===== src/rtl/shutter_pkg.sv =====
/*
 * Constants shared by the substrate-clear shutter generator: register
 * indices, field positions and widths, reset values and bus responses.
 * Assumes a 32-bit AXI4-Lite register bus with one word per register,
 * the byte address of each register being four times its index.
 */
package shutter_pkg;

    // Register indices; byte address is index * 4.
    localparam logic [5:0] IDX_MODE = 6'h01;
    localparam logic [5:0] IDX_COUNT = 6'h0B;
    localparam logic [5:0] IDX_SHAPE_A = 6'h0E;
    localparam logic [5:0] IDX_SHAPE_B = 6'h0F;
    localparam logic [5:0] IDX_SHAPE_CFG = 6'h10;
    localparam logic [5:0] IDX_STATUS = 6'h11;

    // Mode word fields.
    localparam int SUPPRESS_BIT = 0;
    localparam int HP_MODE_BIT = 1;
    localparam logic [31:0] MODE_MASK = 32'h0000_0003;

    // Count word fields.
    localparam int COUNT_LSB = 0;
    localparam int COUNT_W = 11;
    localparam int ENABLE_BIT = 11;
    localparam int HP_LSB = 12;
    localparam int HP_W = 3;
    localparam logic [31:0] COUNT_MASK = 32'h0000_7FFF;

    // Shape words: first toggle low, second toggle high.
    localparam int TOG_W = 9;
    localparam int TOG1_LSB = 0;
    localparam int TOG2_LSB = 16;
    localparam logic [31:0] SHAPE_MASK = 32'h01FF_01FF;

    // Shape configuration word: selector and sensor-gate line.
    localparam int SHAPE_SEL_BIT = 0;
    localparam int GATE_LINE_LSB = 8;
    localparam int LINE_W = 7;
    localparam logic [31:0] SHAPE_CFG_MASK = 32'h0000_7F01;

    // Status word fields.
    localparam int STAT_ISSUED_LSB = 0;
    localparam int STAT_GATE_BIT = 16;
    localparam int STAT_SEG_LSB = 20;
    localparam int STAT_LINE_LSB = 24;

    // Values after reset.
    localparam logic [31:0] MODE_RESET = 32'h0000_0000;
    localparam logic [31:0] COUNT_RESET = 32'h0000_0000;
    localparam logic [31:0] SHAPE_RESET = 32'h0000_0000;
    localparam logic [31:0] SHAPE_CFG_RESET = 32'h0000_0000;

    // Line-offset segments within a line: segment 0 plus seven extras.
    localparam int SEG_W = 3;
    localparam logic [SEG_W-1:0] SEG_LAST = 3'h7;
    localparam logic [LINE_W-1:0] LINE_LAST = 7'h7F;

    // Bus responses.
    localparam logic [1:0] RESP_OKAY = 2'h0;
    localparam logic [1:0] RESP_SLVERR = 2'h2;

endpackage


===== src/rtl/toggle_window.sv =====
/*
 * Compares a position counter with a pair of toggle positions and
 * reports whether the position lies in the high part of the pulse.
 * Assumes all three inputs belong to the caller's clock domain.
 */
`timescale 1ns/1ns
module toggle_window #(
    parameter int W = 9
) (
    input wire logic [W-1:0] pos_in,
    input wire logic [W-1:0] first_in,
    input wire logic [W-1:0] second_in,
    output logic inside_out
);

    // The pulse rises at the first toggle and falls at the second.
    assign inside_out = (pos_in >= first_in) && (pos_in < second_in);

endmodule


===== src/rtl/substrate_shutter_gen.sv =====
/*
 * Substrate-clear pulse generator for electronic exposure control,
 * with normal, suppression and high-precision shutter modes and an
 * AXI4-Lite register slave. Assumes frame and line sync arrive as
 * asynchronous pins and that everything else runs on ref_clk_in.
 */
// The implementer's own choice: register access over AXI4-Lite.
`timescale 1ns/1ns
// Overview of operation
// - at most one normal pulse per line
// - pulses per field equal 11-bit count
// - first pulse on line after gate line
// - suppress bit omits first pulse after gate
// - mode bit picks single or multiple pulses
// - zero extra field keeps plain normal operation
// - single mode adds pulse at position n
// - multiple mode adds n sequential extra pulses
// - enable bit low holds output inactive
// - two shapes of two 9-bit toggles
// - shape selector picks first or second pair
// - gate line is 7-bit index from frame
module substrate_shutter_gen #(
    parameter int ADDR_W = 8
) (
    input wire logic ref_clk_in,
    input wire logic rst_b_in,
    input wire logic [ADDR_W-1:0] awaddr_in,
    input wire logic awvalid_in,
    output logic awready_out,
    input wire logic [31:0] wdata_in,
    input wire logic [3:0] wstrb_in,
    input wire logic wvalid_in,
    output logic wready_out,
    output logic [1:0] bresp_out,
    output logic bvalid_out,
    input wire logic bready_in,
    input wire logic [ADDR_W-1:0] araddr_in,
    input wire logic arvalid_in,
    output logic arready_out,
    output logic [31:0] rdata_out,
    output logic [1:0] rresp_out,
    output logic rvalid_out,
    input wire logic rready_in,
    input wire logic frame_sync_in,
    input wire logic line_sync_in,
    output logic substrate_clear_pulse_out
);

    logic [31:0] mode_reg;
    logic [31:0] count_reg;
    logic [31:0] shape_a_reg;
    logic [31:0] shape_b_reg;
    logic [31:0] shape_cfg_reg;
    logic bvalid_reg;
    logic [1:0] bresp_reg;
    logic rvalid_reg;
    logic [1:0] rresp_reg;
    logic [31:0] rdata_reg;
    logic frame_meta_reg, frame_sync_reg, frame_prev_reg;
    logic line_meta_reg, line_sync_reg, line_prev_reg;
    logic [shutter_pkg::TOG_W-1:0] offset_reg;
    logic [shutter_pkg::SEG_W-1:0] seg_reg;
    logic [shutter_pkg::LINE_W-1:0] line_reg;
    logic [shutter_pkg::COUNT_W-1:0] issued_reg;
    logic gate_seen_reg;
    logic suppress_done_reg;
    logic line_active_reg;
    logic line_supp_reg;
    logic pulse_reg;

    // Field views of the control registers.
    logic suppress, hp_mode, out_enable, shape_sel, in_shape, seg_hit;
    logic [shutter_pkg::COUNT_W-1:0] pulse_count;
    logic [shutter_pkg::HP_W-1:0] hp_value;
    logic [shutter_pkg::LINE_W-1:0] gate_line;
    logic [shutter_pkg::TOG_W-1:0] tog1, tog2;
    logic frame_edge, line_edge, wr_fire, rd_fire;
    logic [5:0] wr_idx, rd_idx;
    logic [31:0] status_word;

    assign suppress = mode_reg[shutter_pkg::SUPPRESS_BIT];
    assign hp_mode = mode_reg[shutter_pkg::HP_MODE_BIT];
    assign pulse_count = count_reg[shutter_pkg::COUNT_LSB +:
        shutter_pkg::COUNT_W];
    assign out_enable = count_reg[shutter_pkg::ENABLE_BIT];
    assign hp_value = count_reg[shutter_pkg::HP_LSB +: shutter_pkg::HP_W];
    assign shape_sel = shape_cfg_reg[shutter_pkg::SHAPE_SEL_BIT];
    assign gate_line = shape_cfg_reg[shutter_pkg::GATE_LINE_LSB +:
        shutter_pkg::LINE_W];

    assign tog1 = shape_sel
        ? shape_b_reg[shutter_pkg::TOG1_LSB +: shutter_pkg::TOG_W]
        : shape_a_reg[shutter_pkg::TOG1_LSB +: shutter_pkg::TOG_W];
    assign tog2 = shape_sel
        ? shape_b_reg[shutter_pkg::TOG2_LSB +: shutter_pkg::TOG_W]
        : shape_a_reg[shutter_pkg::TOG2_LSB +: shutter_pkg::TOG_W];

    toggle_window #(
        .W(shutter_pkg::TOG_W)
    ) shape_cmp (
        .pos_in(offset_reg),
        .first_in(tog1),
        .second_in(tog2),
        .inside_out(in_shape)
    );

    // Applies byte strobes and clears bits that have no storage.
    function automatic logic [31:0] merge(input logic [31:0] old_v,
        input logic [31:0] new_v, input logic [3:0] strb,
        input logic [31:0] mask);
        logic [31:0] res;
        res = old_v;
        for (int b = 0; b < 4; b++) begin
            if (strb[b]) begin
                res[b*8 +: 8] = new_v[b*8 +: 8];
            end
        end
        return res & mask;
    endfunction

    // Write address and data are taken together, one write at a time.
    assign wr_fire = awvalid_in && wvalid_in && !bvalid_reg;
    assign awready_out = wr_fire;
    assign wready_out = wr_fire;
    assign wr_idx = awaddr_in[7:2];
    assign rd_fire = arvalid_in && !rvalid_reg;
    assign arready_out = !rvalid_reg;
    assign rd_idx = araddr_in[7:2];

    always_ff @(posedge ref_clk_in) begin
        if (!rst_b_in) begin
            mode_reg <= shutter_pkg::MODE_RESET;
            count_reg <= shutter_pkg::COUNT_RESET;
            shape_a_reg <= shutter_pkg::SHAPE_RESET;
            shape_b_reg <= shutter_pkg::SHAPE_RESET;
            shape_cfg_reg <= shutter_pkg::SHAPE_CFG_RESET;
        end else if (wr_fire) begin
            case (wr_idx)
                shutter_pkg::IDX_MODE: begin
                    mode_reg <= merge(mode_reg, wdata_in, wstrb_in,
                        shutter_pkg::MODE_MASK);
                end
                shutter_pkg::IDX_COUNT: begin
                    count_reg <= merge(count_reg, wdata_in, wstrb_in,
                        shutter_pkg::COUNT_MASK);
                end
                shutter_pkg::IDX_SHAPE_A: begin
                    shape_a_reg <= merge(shape_a_reg, wdata_in, wstrb_in,
                        shutter_pkg::SHAPE_MASK);
                end
                shutter_pkg::IDX_SHAPE_B: begin
                    shape_b_reg <= merge(shape_b_reg, wdata_in, wstrb_in,
                        shutter_pkg::SHAPE_MASK);
                end
                shutter_pkg::IDX_SHAPE_CFG: begin
                    shape_cfg_reg <= merge(shape_cfg_reg, wdata_in,
                        wstrb_in, shutter_pkg::SHAPE_CFG_MASK);
                end
                default: begin
                end
            endcase
        end
    end

    always_ff @(posedge ref_clk_in) begin
        if (!rst_b_in) begin
            bvalid_reg <= 1'b0;
            bresp_reg <= shutter_pkg::RESP_OKAY;
        end else if (wr_fire) begin
            bvalid_reg <= 1'b1;
            case (wr_idx)
                shutter_pkg::IDX_MODE, shutter_pkg::IDX_COUNT,
                shutter_pkg::IDX_SHAPE_A, shutter_pkg::IDX_SHAPE_B,
                shutter_pkg::IDX_SHAPE_CFG: begin
                    bresp_reg <= shutter_pkg::RESP_OKAY;
                end
                default: begin
                    bresp_reg <= shutter_pkg::RESP_SLVERR;
                end
            endcase
        end else if (bready_in) begin
            bvalid_reg <= 1'b0;
        end
    end

    always_comb begin
        status_word = 32'h0000_0000;
        status_word[shutter_pkg::STAT_ISSUED_LSB +:
            shutter_pkg::COUNT_W] = issued_reg;
        status_word[shutter_pkg::STAT_GATE_BIT] = gate_seen_reg;
        status_word[shutter_pkg::STAT_SEG_LSB +: shutter_pkg::SEG_W] =
            seg_reg;
        status_word[shutter_pkg::STAT_LINE_LSB +: shutter_pkg::LINE_W] =
            line_reg;
    end

    always_ff @(posedge ref_clk_in) begin
        if (!rst_b_in) begin
            rvalid_reg <= 1'b0;
            rresp_reg <= shutter_pkg::RESP_OKAY;
            rdata_reg <= 32'h0000_0000;
        end else if (rd_fire) begin
            rvalid_reg <= 1'b1;
            rresp_reg <= shutter_pkg::RESP_OKAY;
            case (rd_idx)
                shutter_pkg::IDX_MODE: rdata_reg <= mode_reg;
                shutter_pkg::IDX_COUNT: rdata_reg <= count_reg;
                shutter_pkg::IDX_SHAPE_A: rdata_reg <= shape_a_reg;
                shutter_pkg::IDX_SHAPE_B: rdata_reg <= shape_b_reg;
                shutter_pkg::IDX_SHAPE_CFG: rdata_reg <= shape_cfg_reg;
                shutter_pkg::IDX_STATUS: rdata_reg <= status_word;
                default: begin
                    rdata_reg <= 32'h0000_0000;
                    rresp_reg <= shutter_pkg::RESP_SLVERR;
                end
            endcase
        end else if (rready_in) begin
            rvalid_reg <= 1'b0;
        end
    end

    assign bvalid_out = bvalid_reg;
    assign bresp_out = bresp_reg;
    assign rvalid_out = rvalid_reg;
    assign rresp_out = rresp_reg;
    assign rdata_out = rdata_reg;

    // Sync pins are asynchronous; only the second and third stages are looked at.
    always_ff @(posedge ref_clk_in) begin
        if (!rst_b_in) begin
            frame_meta_reg <= 1'b0;
            frame_sync_reg <= 1'b0;
            frame_prev_reg <= 1'b0;
            line_meta_reg <= 1'b0;
            line_sync_reg <= 1'b0;
            line_prev_reg <= 1'b0;
        end else begin
            frame_meta_reg <= frame_sync_in;
            frame_sync_reg <= frame_meta_reg;
            frame_prev_reg <= frame_sync_reg;
            line_meta_reg <= line_sync_in;
            line_sync_reg <= line_meta_reg;
            line_prev_reg <= line_sync_reg;
        end
    end

    assign frame_edge = frame_sync_reg && !frame_prev_reg;
    assign line_edge = line_sync_reg && !line_prev_reg;

    // Offset counter wraps each 512 clocks; each wrap opens a segment.
    always_ff @(posedge ref_clk_in) begin
        if (!rst_b_in || line_edge || frame_edge) begin
            offset_reg <= '0;
            seg_reg <= '0;
        end else begin
            // hold after last segment
            // A wrap inside the last segment would open a ninth pulse slot
            // in long lines, so the counter parks at its top value instead.
            if (!(&offset_reg) || seg_reg != shutter_pkg::SEG_LAST) begin
                offset_reg <= offset_reg + 1'b1;
            end
            if (&offset_reg && seg_reg != shutter_pkg::SEG_LAST) begin
                seg_reg <= seg_reg + 1'b1;
            end
        end
    end

    // Line bookkeeping; a frame edge also starts line zero.
    always_ff @(posedge ref_clk_in) begin
        if (!rst_b_in) begin
            line_reg <= '0;
            issued_reg <= '0;
            gate_seen_reg <= 1'b0;
            suppress_done_reg <= 1'b0;
            line_active_reg <= 1'b0;
            line_supp_reg <= 1'b0;
        end else if (frame_edge) begin
            line_reg <= '0;
            issued_reg <= '0;
            gate_seen_reg <= 1'b0;
            suppress_done_reg <= 1'b0;
            line_active_reg <= 1'b0;
            line_supp_reg <= 1'b0;
        end else if (line_edge) begin
            if (line_reg != shutter_pkg::LINE_LAST) begin
                line_reg <= line_reg + 1'b1;
            end
            if (line_reg == gate_line) begin
                gate_seen_reg <= 1'b1;
            end
            if ((gate_seen_reg || line_reg == gate_line) &&
                issued_reg < pulse_count) begin
                line_active_reg <= 1'b1;
                issued_reg <= issued_reg + 1'b1;
                // first slot is omitted yet counted
                line_supp_reg <= suppress && !suppress_done_reg;
                suppress_done_reg <= 1'b1;
            end else begin
                line_active_reg <= 1'b0;
                line_supp_reg <= 1'b0;
            end
        end
    end

    // multiple mode hits segments 1 to n
    always_comb begin
        if (seg_reg == '0) begin
            seg_hit = 1'b1;
        end else if (hp_value == '0) begin
            seg_hit = 1'b0;
        end else if (hp_mode) begin
            seg_hit = seg_reg <= hp_value;
        end else begin
            seg_hit = seg_reg == hp_value;
        end
    end

    always_ff @(posedge ref_clk_in) begin
        if (!rst_b_in) begin
            pulse_reg <= 1'b0;
        end else begin
            pulse_reg <= out_enable && line_active_reg && !line_supp_reg &&
                seg_hit && in_shape;
        end
    end

    assign substrate_clear_pulse_out = pulse_reg;
endmodule


===== config.mk =====
export PLATFORM = sky130hd
export DESIGN_NAME = substrate_shutter_gen
export DESIGN_NICKNAME = d
export VERILOG_FILES = /design/src/rtl/shutter_pkg.sv /design/src/rtl/toggle_window.sv /design/src/rtl/substrate_shutter_gen.sv
export SDC_FILE = /design/constraint.sdc
export NUM_CORES = 1
export LEC_CHECK = 0
export BUFFER_PORTS_ARGS = -buffer_cell sky130_fd_sc_hd__buf_2
export CELL_PAD_IN_SITES_DETAIL_PLACEMENT = 1
export CELL_PAD_IN_SITES_GLOBAL_PLACEMENT = 1
export CORE_ASPECT_RATIO = 1.5
export CORE_MARGIN = 2
export CORE_UTILIZATION = 44
export CTS_CLUSTER_SIZE = 25
export DETAILED_ROUTE_END_ITERATION = 10
export PLACE_DENSITY_LB_ADDON = 0.1
export REMOVE_ABC_BUFFERS = 1
export SETUP_SLACK_MARGIN = 0.1
export SLEW_MARGIN = 0
export SYNTH_ARGS = -nofsm -noshare
export SYNTH_HDL_FRONTEND = slang
export SYNTH_SLANG_ARGS = --single-unit

===== constraint.sdc =====
create_clock -name ref_clk_in -period 3.4 [get_ports ref_clk_in]
set_input_delay 0.34 -clock ref_clk_in [delete_from_list [all_inputs] [get_ports ref_clk_in]]
set_output_delay 0.34 -clock ref_clk_in [all_outputs]
set_load 0.01 [all_outputs]

==> results of run 1 <==
-- routing by layer --
metal / vias up / routed length (um)
met5: - / 0
met4: 0 / 468
met3: 22 / 728
met2: 114 / 10800
met1: 2827 / 7920
li1: 2804 / -
-- cells by family after synthesis --
family / after synthesis / share of synthesized area (%)
other cells: 1 / 0.0548
mux: 86 / 12.6
xor+xnor: 18 / 2.41
flops: 136 / 39.8
simple gates: 273 / 21.7
fa+ha+maj: 37 / 6.76
compound gates: 138 / 12.9
buf+inv: 60 / 3.78
-- worst paths after layout --
check | slack [ns] | to
worst max register to register | 0.84 | issued_reg[9]
worst min-delay path | 0.14 | frame_meta_reg
worst min register to register | 0.44 | line_sync_reg
worst max-delay path | 0.84 | issued_reg[9]
-- cell type report --
cell class / instances / area [um^2] / area share [%]
Clock inverter: 6 / 111 / 1.38
Clock buffer: 25 / 515 / 6.39
Sequential cell: 136 / 2720 / 33.7
Timing Repair Buffer: 98 / 520 / 6.45
Multi-Input combinational cell: 556 / 3880 / 48.0
Tap cell: 199 / 249 / 3.08
Inverter: 20 / 75.1 / 0.930
-- power groups by stage --
stage	clock network (uW)	logic, uW	registers [uW]
2_1_floorplan	0	78.3	1650
3_3_place_gp	0	177	1650
3_5_place_dp	0	185	1650
4_1_cts	1980	187	1620
5_1_grt	2050	204	1620
6_report	1940	185	1620
-- stage by stage --
step,setup slack [ns],std cells
after global routing,0.683,1040
after CTS,0.820,1040
final,0.840,1040
after detailed placement,0.836,1009
after global placement,0.975,1009
after floorplan,0.976,712
-- synthesized netlist by cell type (all sizes together), types with 4 or more instances --
cell type | count | area, um^2
and3 | 4 | 25.0
and2 | 34 | 213
a22oi | 10 | 75.1
o21a | 6 | 45.0
mux2i | 82 | 821
inv | 20 | 75.1
a21oi | 29 | 145
a21boi | 7 | 52.6
o21ai | 51 | 255
xor2 | 15 | 139
nand3 | 22 | 110
or4 | 9 | 67.6
nand4 | 11 | 68.8
nor3 | 9 | 60.1
clkbuf | 32 | 120
a222oi | 14 | 140
mux2 | 4 | 45.0
dfxtp | 136 | 2720
o31ai | 7 | 52.6
nor2b | 70 | 438
nor2 | 29 | 109
nand2b | 5 | 31.3
buf | 8 | 63.8
nand2 | 67 | 251
ha | 37 | 463
==> impl_metrics.tcl, run 1 <==
set metrics [dict create \
    relSlewSlack_pct 35.6 \
    initial_utilization_pct 45.2 \
    max_slew.worst_pin.slew_ns 0.964 \
    powerDensity_nw_per_um2 464 \
    finalSetupViolations 0 \
    nets 927 \
    portBuffers 86 \
    crit_family "simple AND/OR/NAND/NOR gates" \
    vias 5767 \
    p_sw_uw 804 \
    grt_max_degree 83 \
    die_w_um 106 \
    cts_post_setup_buffers_inserted 0 \
    syn2layout_area_growth_pct 17.9 \
    use_met3_pct 4.54 \
    internal_power_uw 2940 \
    timing.critical_path.mode_cell "a21oi_1" \
    path_clk_slew_ns 0.06 \
    cp_num_cells 6 \
    async_reset_ff_share_pct 0 \
    cp.buffers_inverters 0 \
    run_status "finished clean" \
    rsz0062_at_grt "false" \
    synth_edf_count 0 \
    ctsHoldBuffers 0 \
    grt.busiest_layer "met2" \
    fin_area_um2 8070 \
    synth_seq_area_share_pct 39.8 \
    cts_buffers 17 \
    path_class "reg -> reg" \
    yosysWarningCount 0 \
    switching_share_pct 21.5 \
    worst_hold_path_type "in -> reg" \
    syn_avg_cell_area_um2 9.14 \
    firstDrtPassIters 4 \
    timing.hold.ws_ns 0.135 \
    netlist_area_um2 6850 \
    min_period_ns 2.56 \
    tns_ns 0 \
    finalCoreUtilization_pct 53.3 \
    leakagePower_uw 0.00335 \
    hold_depth 2 \
    final_common_cell "dfxtp_1" \
    clock-sinks 136 \
    diodes 0 \
    worstPathMaxFanout 20 \
    routed_wirelength_um 19900 \
    cts.repair.resized 0 \
    total_power_uw 3750 \
    synth_ff_type "dfxtp_1" \
    critical_path_required_ns 3.74 \
    slew_violations 0 \
    grtUsageMet1_pct 27.7 \
    grt_overflow 0 \
    cts_buffer_depth 2 \
    worstSkewPairLatency_ns 0.41 \
    drc 0 \
    path_cells "xor2_2, nor4_2, a21oi_1, or4b_4, or4_1, a21oi_1" \
    grt_use_met2_pct 48.0 \
    start_kind "register" \
    ioPinCount 103 \
    skew_ns 0.00681 \
    largest_reg_flops 30 \
    cts_tree "done" \
    synth.distinct_cells 54 \
    num_rows 55 \
    grtUsageTotal_pct 25.3 \
    ys_ff_latch 136 \
    critPathMaxStageDelay_ns 0.64 \
    min_from "frame_sync_in" \
    max_freq_ghz 0.391 \
    seqPwrFrac_pct 43.2 \
    fin_crit_sh_pct 75.3 \
    r2r-start "line_reg[3]" \
    arrival_ns 2.90 \
    drv_cap 0 \
    endpoint_kind "register" \
    cp_slowest_cell "or4b_4" \
    synth_cells 749 \
    core_area_um2 15100 \
    drt-initial-drc-count 258 \
    vdd_drop_max_mv 0.249 \
    dieArea_um2 16600 \
    vias_per_cell 5.55 \
    final_cell_mix "dfxtp_1, buf_2, mux2i_1" \
    grt_pass1_vias 6207 \
    clock_power_share_pct 51.9 \
    comb_power_share_pct 4.9 \
    drive_gt1_share_pct 16.5 \
    crit_path_start "line_reg[3]" \
    worstRegToRegCells 6 \
    fill_cells 1791 \
    place.detailed.hpwl_um 14500 \
    final_hold_viol_count 0 \
    dpl_cell_area_um2 7450 \
    place_congestion 0.818 \
    dieHeight_um 157 \
    ant_nets 0 \
    htree_levels 4 \
    wl_per_cell_um 19.2 \
    grt_pass1_wl_um 32500 \
    grt_antenna_before_repair 0 \
    cts-root-buf "clkbuf_16" \
]
Power figures use the tool's default switching activity.
==> inputs of run 2 (changes only) <==
clock period = 2.7 ns   (was 3.4 ns; I/O delays follow)
==> impl_metrics.tcl, run 2 (synthesis gave the netlist of run 1 again) <==
set metrics [dict create \
    worstPathMaxFanout 9 \
    final_common_cell "dfxtp_1" \
    grt_pass1_wl_um 32500 \
    syn2layout_area_growth_pct 19.3 \
    dieArea_um2 16600 \
    ctsHoldBuffers 0 \
    stdcell_count 1055 \
    grt_pass1_vias 6316 \
    drt-initial-drc-count 241 \
    cts_buffers 17 \
    cts_buffer_depth 2 \
    critical_path_required_ns 3.06 \
    final_cell_mix "dfxtp_1, buf_2, mux2i_1" \
    vias 5890 \
    endpoint_kind "register" \
    drv_cap 0 \
    fin_crit_sh_pct 93.7 \
    ant_nets 0 \
    die_w_um 106 \
    total_power_uw 4660 \
    skew_ns 0.00733 \
    initial_utilization_pct 45.2 \
    cts_tree "done" \
    min_period_ns 2.53 \
    place_congestion 0.858 \
    largest_reg_flops 30 \
    slew_violations 0 \
    final_hold_viol_count 0 \
    place_inst 1022 \
    leakagePower_uw 0.00341 \
    path_clk_slew_ns 0.06 \
    num_rows 55 \
    tns_ns 0 \
    cts-root-buf "clkbuf_16" \
    core_area_um2 15100 \
    max_freq_ghz 0.395 \
    dieHeight_um 157 \
    nets 942 \
    run_status "finished clean" \
    grt_overflow 0 \
    r2r_slack_ns 0.17 \
    max_slew.worst_pin.slew_ns 0.941 \
    worst_hold_path_type "in -> reg" \
    worstRegToRegCells 9 \
    worstSkewPairLatency_ns 0.42 \
    wl_per_cell_um 19.6 \
    portBuffers 86 \
    place.detailed.hpwl_um 14900 \
    arrival_ns 2.89 \
    finalCoreUtilization_pct 54.0 \
    hold_depth 2 \
    ioPinCount 103 \
    drive_gt1_share_pct 18.0 \
    grt_antenna_before_repair 0 \
    vdd_drop_max_mv 0.336 \
    diodes 0 \
    firstDrtPassIters 5 \
    path_class "reg -> reg" \
    powerDensity_nw_per_um2 570 \
    relSlewSlack_pct 37.0 \
    vias_per_cell 5.58 \
    grtUsageTotal_pct 25.3 \
    htree_levels 4 \
    rsz0062_at_grt "true" \
    drc 0 \
    finalSetupViolations 0 \
    grt_max_degree 57 \
    clock-sinks 136 \
    routed_wirelength_um 20700 \
    start_kind "register" \
]
[run 2: cell count changes in the layout (fill, tap and decap cells not counted), moves of 2 or more]
cell,previous run,this run
clkinvlp_4,1,3
clkbuf_8,6,3
buf_4,12,26
clkbuf_1,2,4
[run 2: layout make-up]
type | instances | area, um^2
Sequential cell | 136 | 2720
Clock buffer | 24 | 482
Inverter | 20 | 75.1
Fill cell | 1769 | 6970
Timing Repair Buffer | 112 | 626
Tap cell | 199 | 249
Multi-Input combinational cell | 557 | 3890
Clock inverter | 7 | 118
[run 2: per-stage QoR]
step / hold slack (ns) / cell area, um^2 / worst slack (ns)
after CTS: 0.0449 / 8140 / 0.159
after detailed placement: 0.429 / 7540 / 0.235
after global placement: 0.421 / 7540 / 0.282
after global routing: 0.0641 / 8170 / 0.0613
after floorplan: 0.388 / 6680 / 0.276
final: 0.0545 / 8170 / 0.170
[run 2: worst max-delay path, stage by stage (launching register included)]
cell	delay (ns)
dfxtp_1	0.35
inv_1	0.09
ha_1	0.33
a21oi_1	0.16
nor2b_1	0.08
o21ai_1	0.18
or4b_4	0.56
buf_4	0.17
or4_1	0.47
nand2_1	0.09
[run 2: power by group]
| group | leakage (uW) | internal (uW) | switching (uW) |
|---|---|---|---|
| Combinational | 0.00203 | 92.1 | 153 |
| Clock | 0.000283 | 1520 | 858 |
| Sequential | 0.00110 | 2020 | 14.7 |
| Total | 0.00341 | 3630 | 1030 |
[run 2: repair_timing]
action                     4_1_cts  5_1_grt
buffers inserted                 0        1
setup endpoints to repair        0       11
resized for setup                0        4
[run 2: worst paths after layout]
check	to	startpoint
worst max-delay path	issued_reg[2]	count_reg[8]
worst min-delay path	frame_meta_reg	frame_sync_in
worst max register to register	issued_reg[2]	count_reg[8]
worst min register to register	line_sync_reg	line_meta_reg
[run 2: layer usage]
metal | vias to the layer above | track usage (%) | share of wire [%]
met5 | - | 0 | 0
met4 | 0 | 11.1 | 2.9
met3 | 38 | 4.75 | 2.6
met2 | 116 | 46.9 | 53
met1 | 2895 | 28.0 | 41
li1 | 2841 | - | -
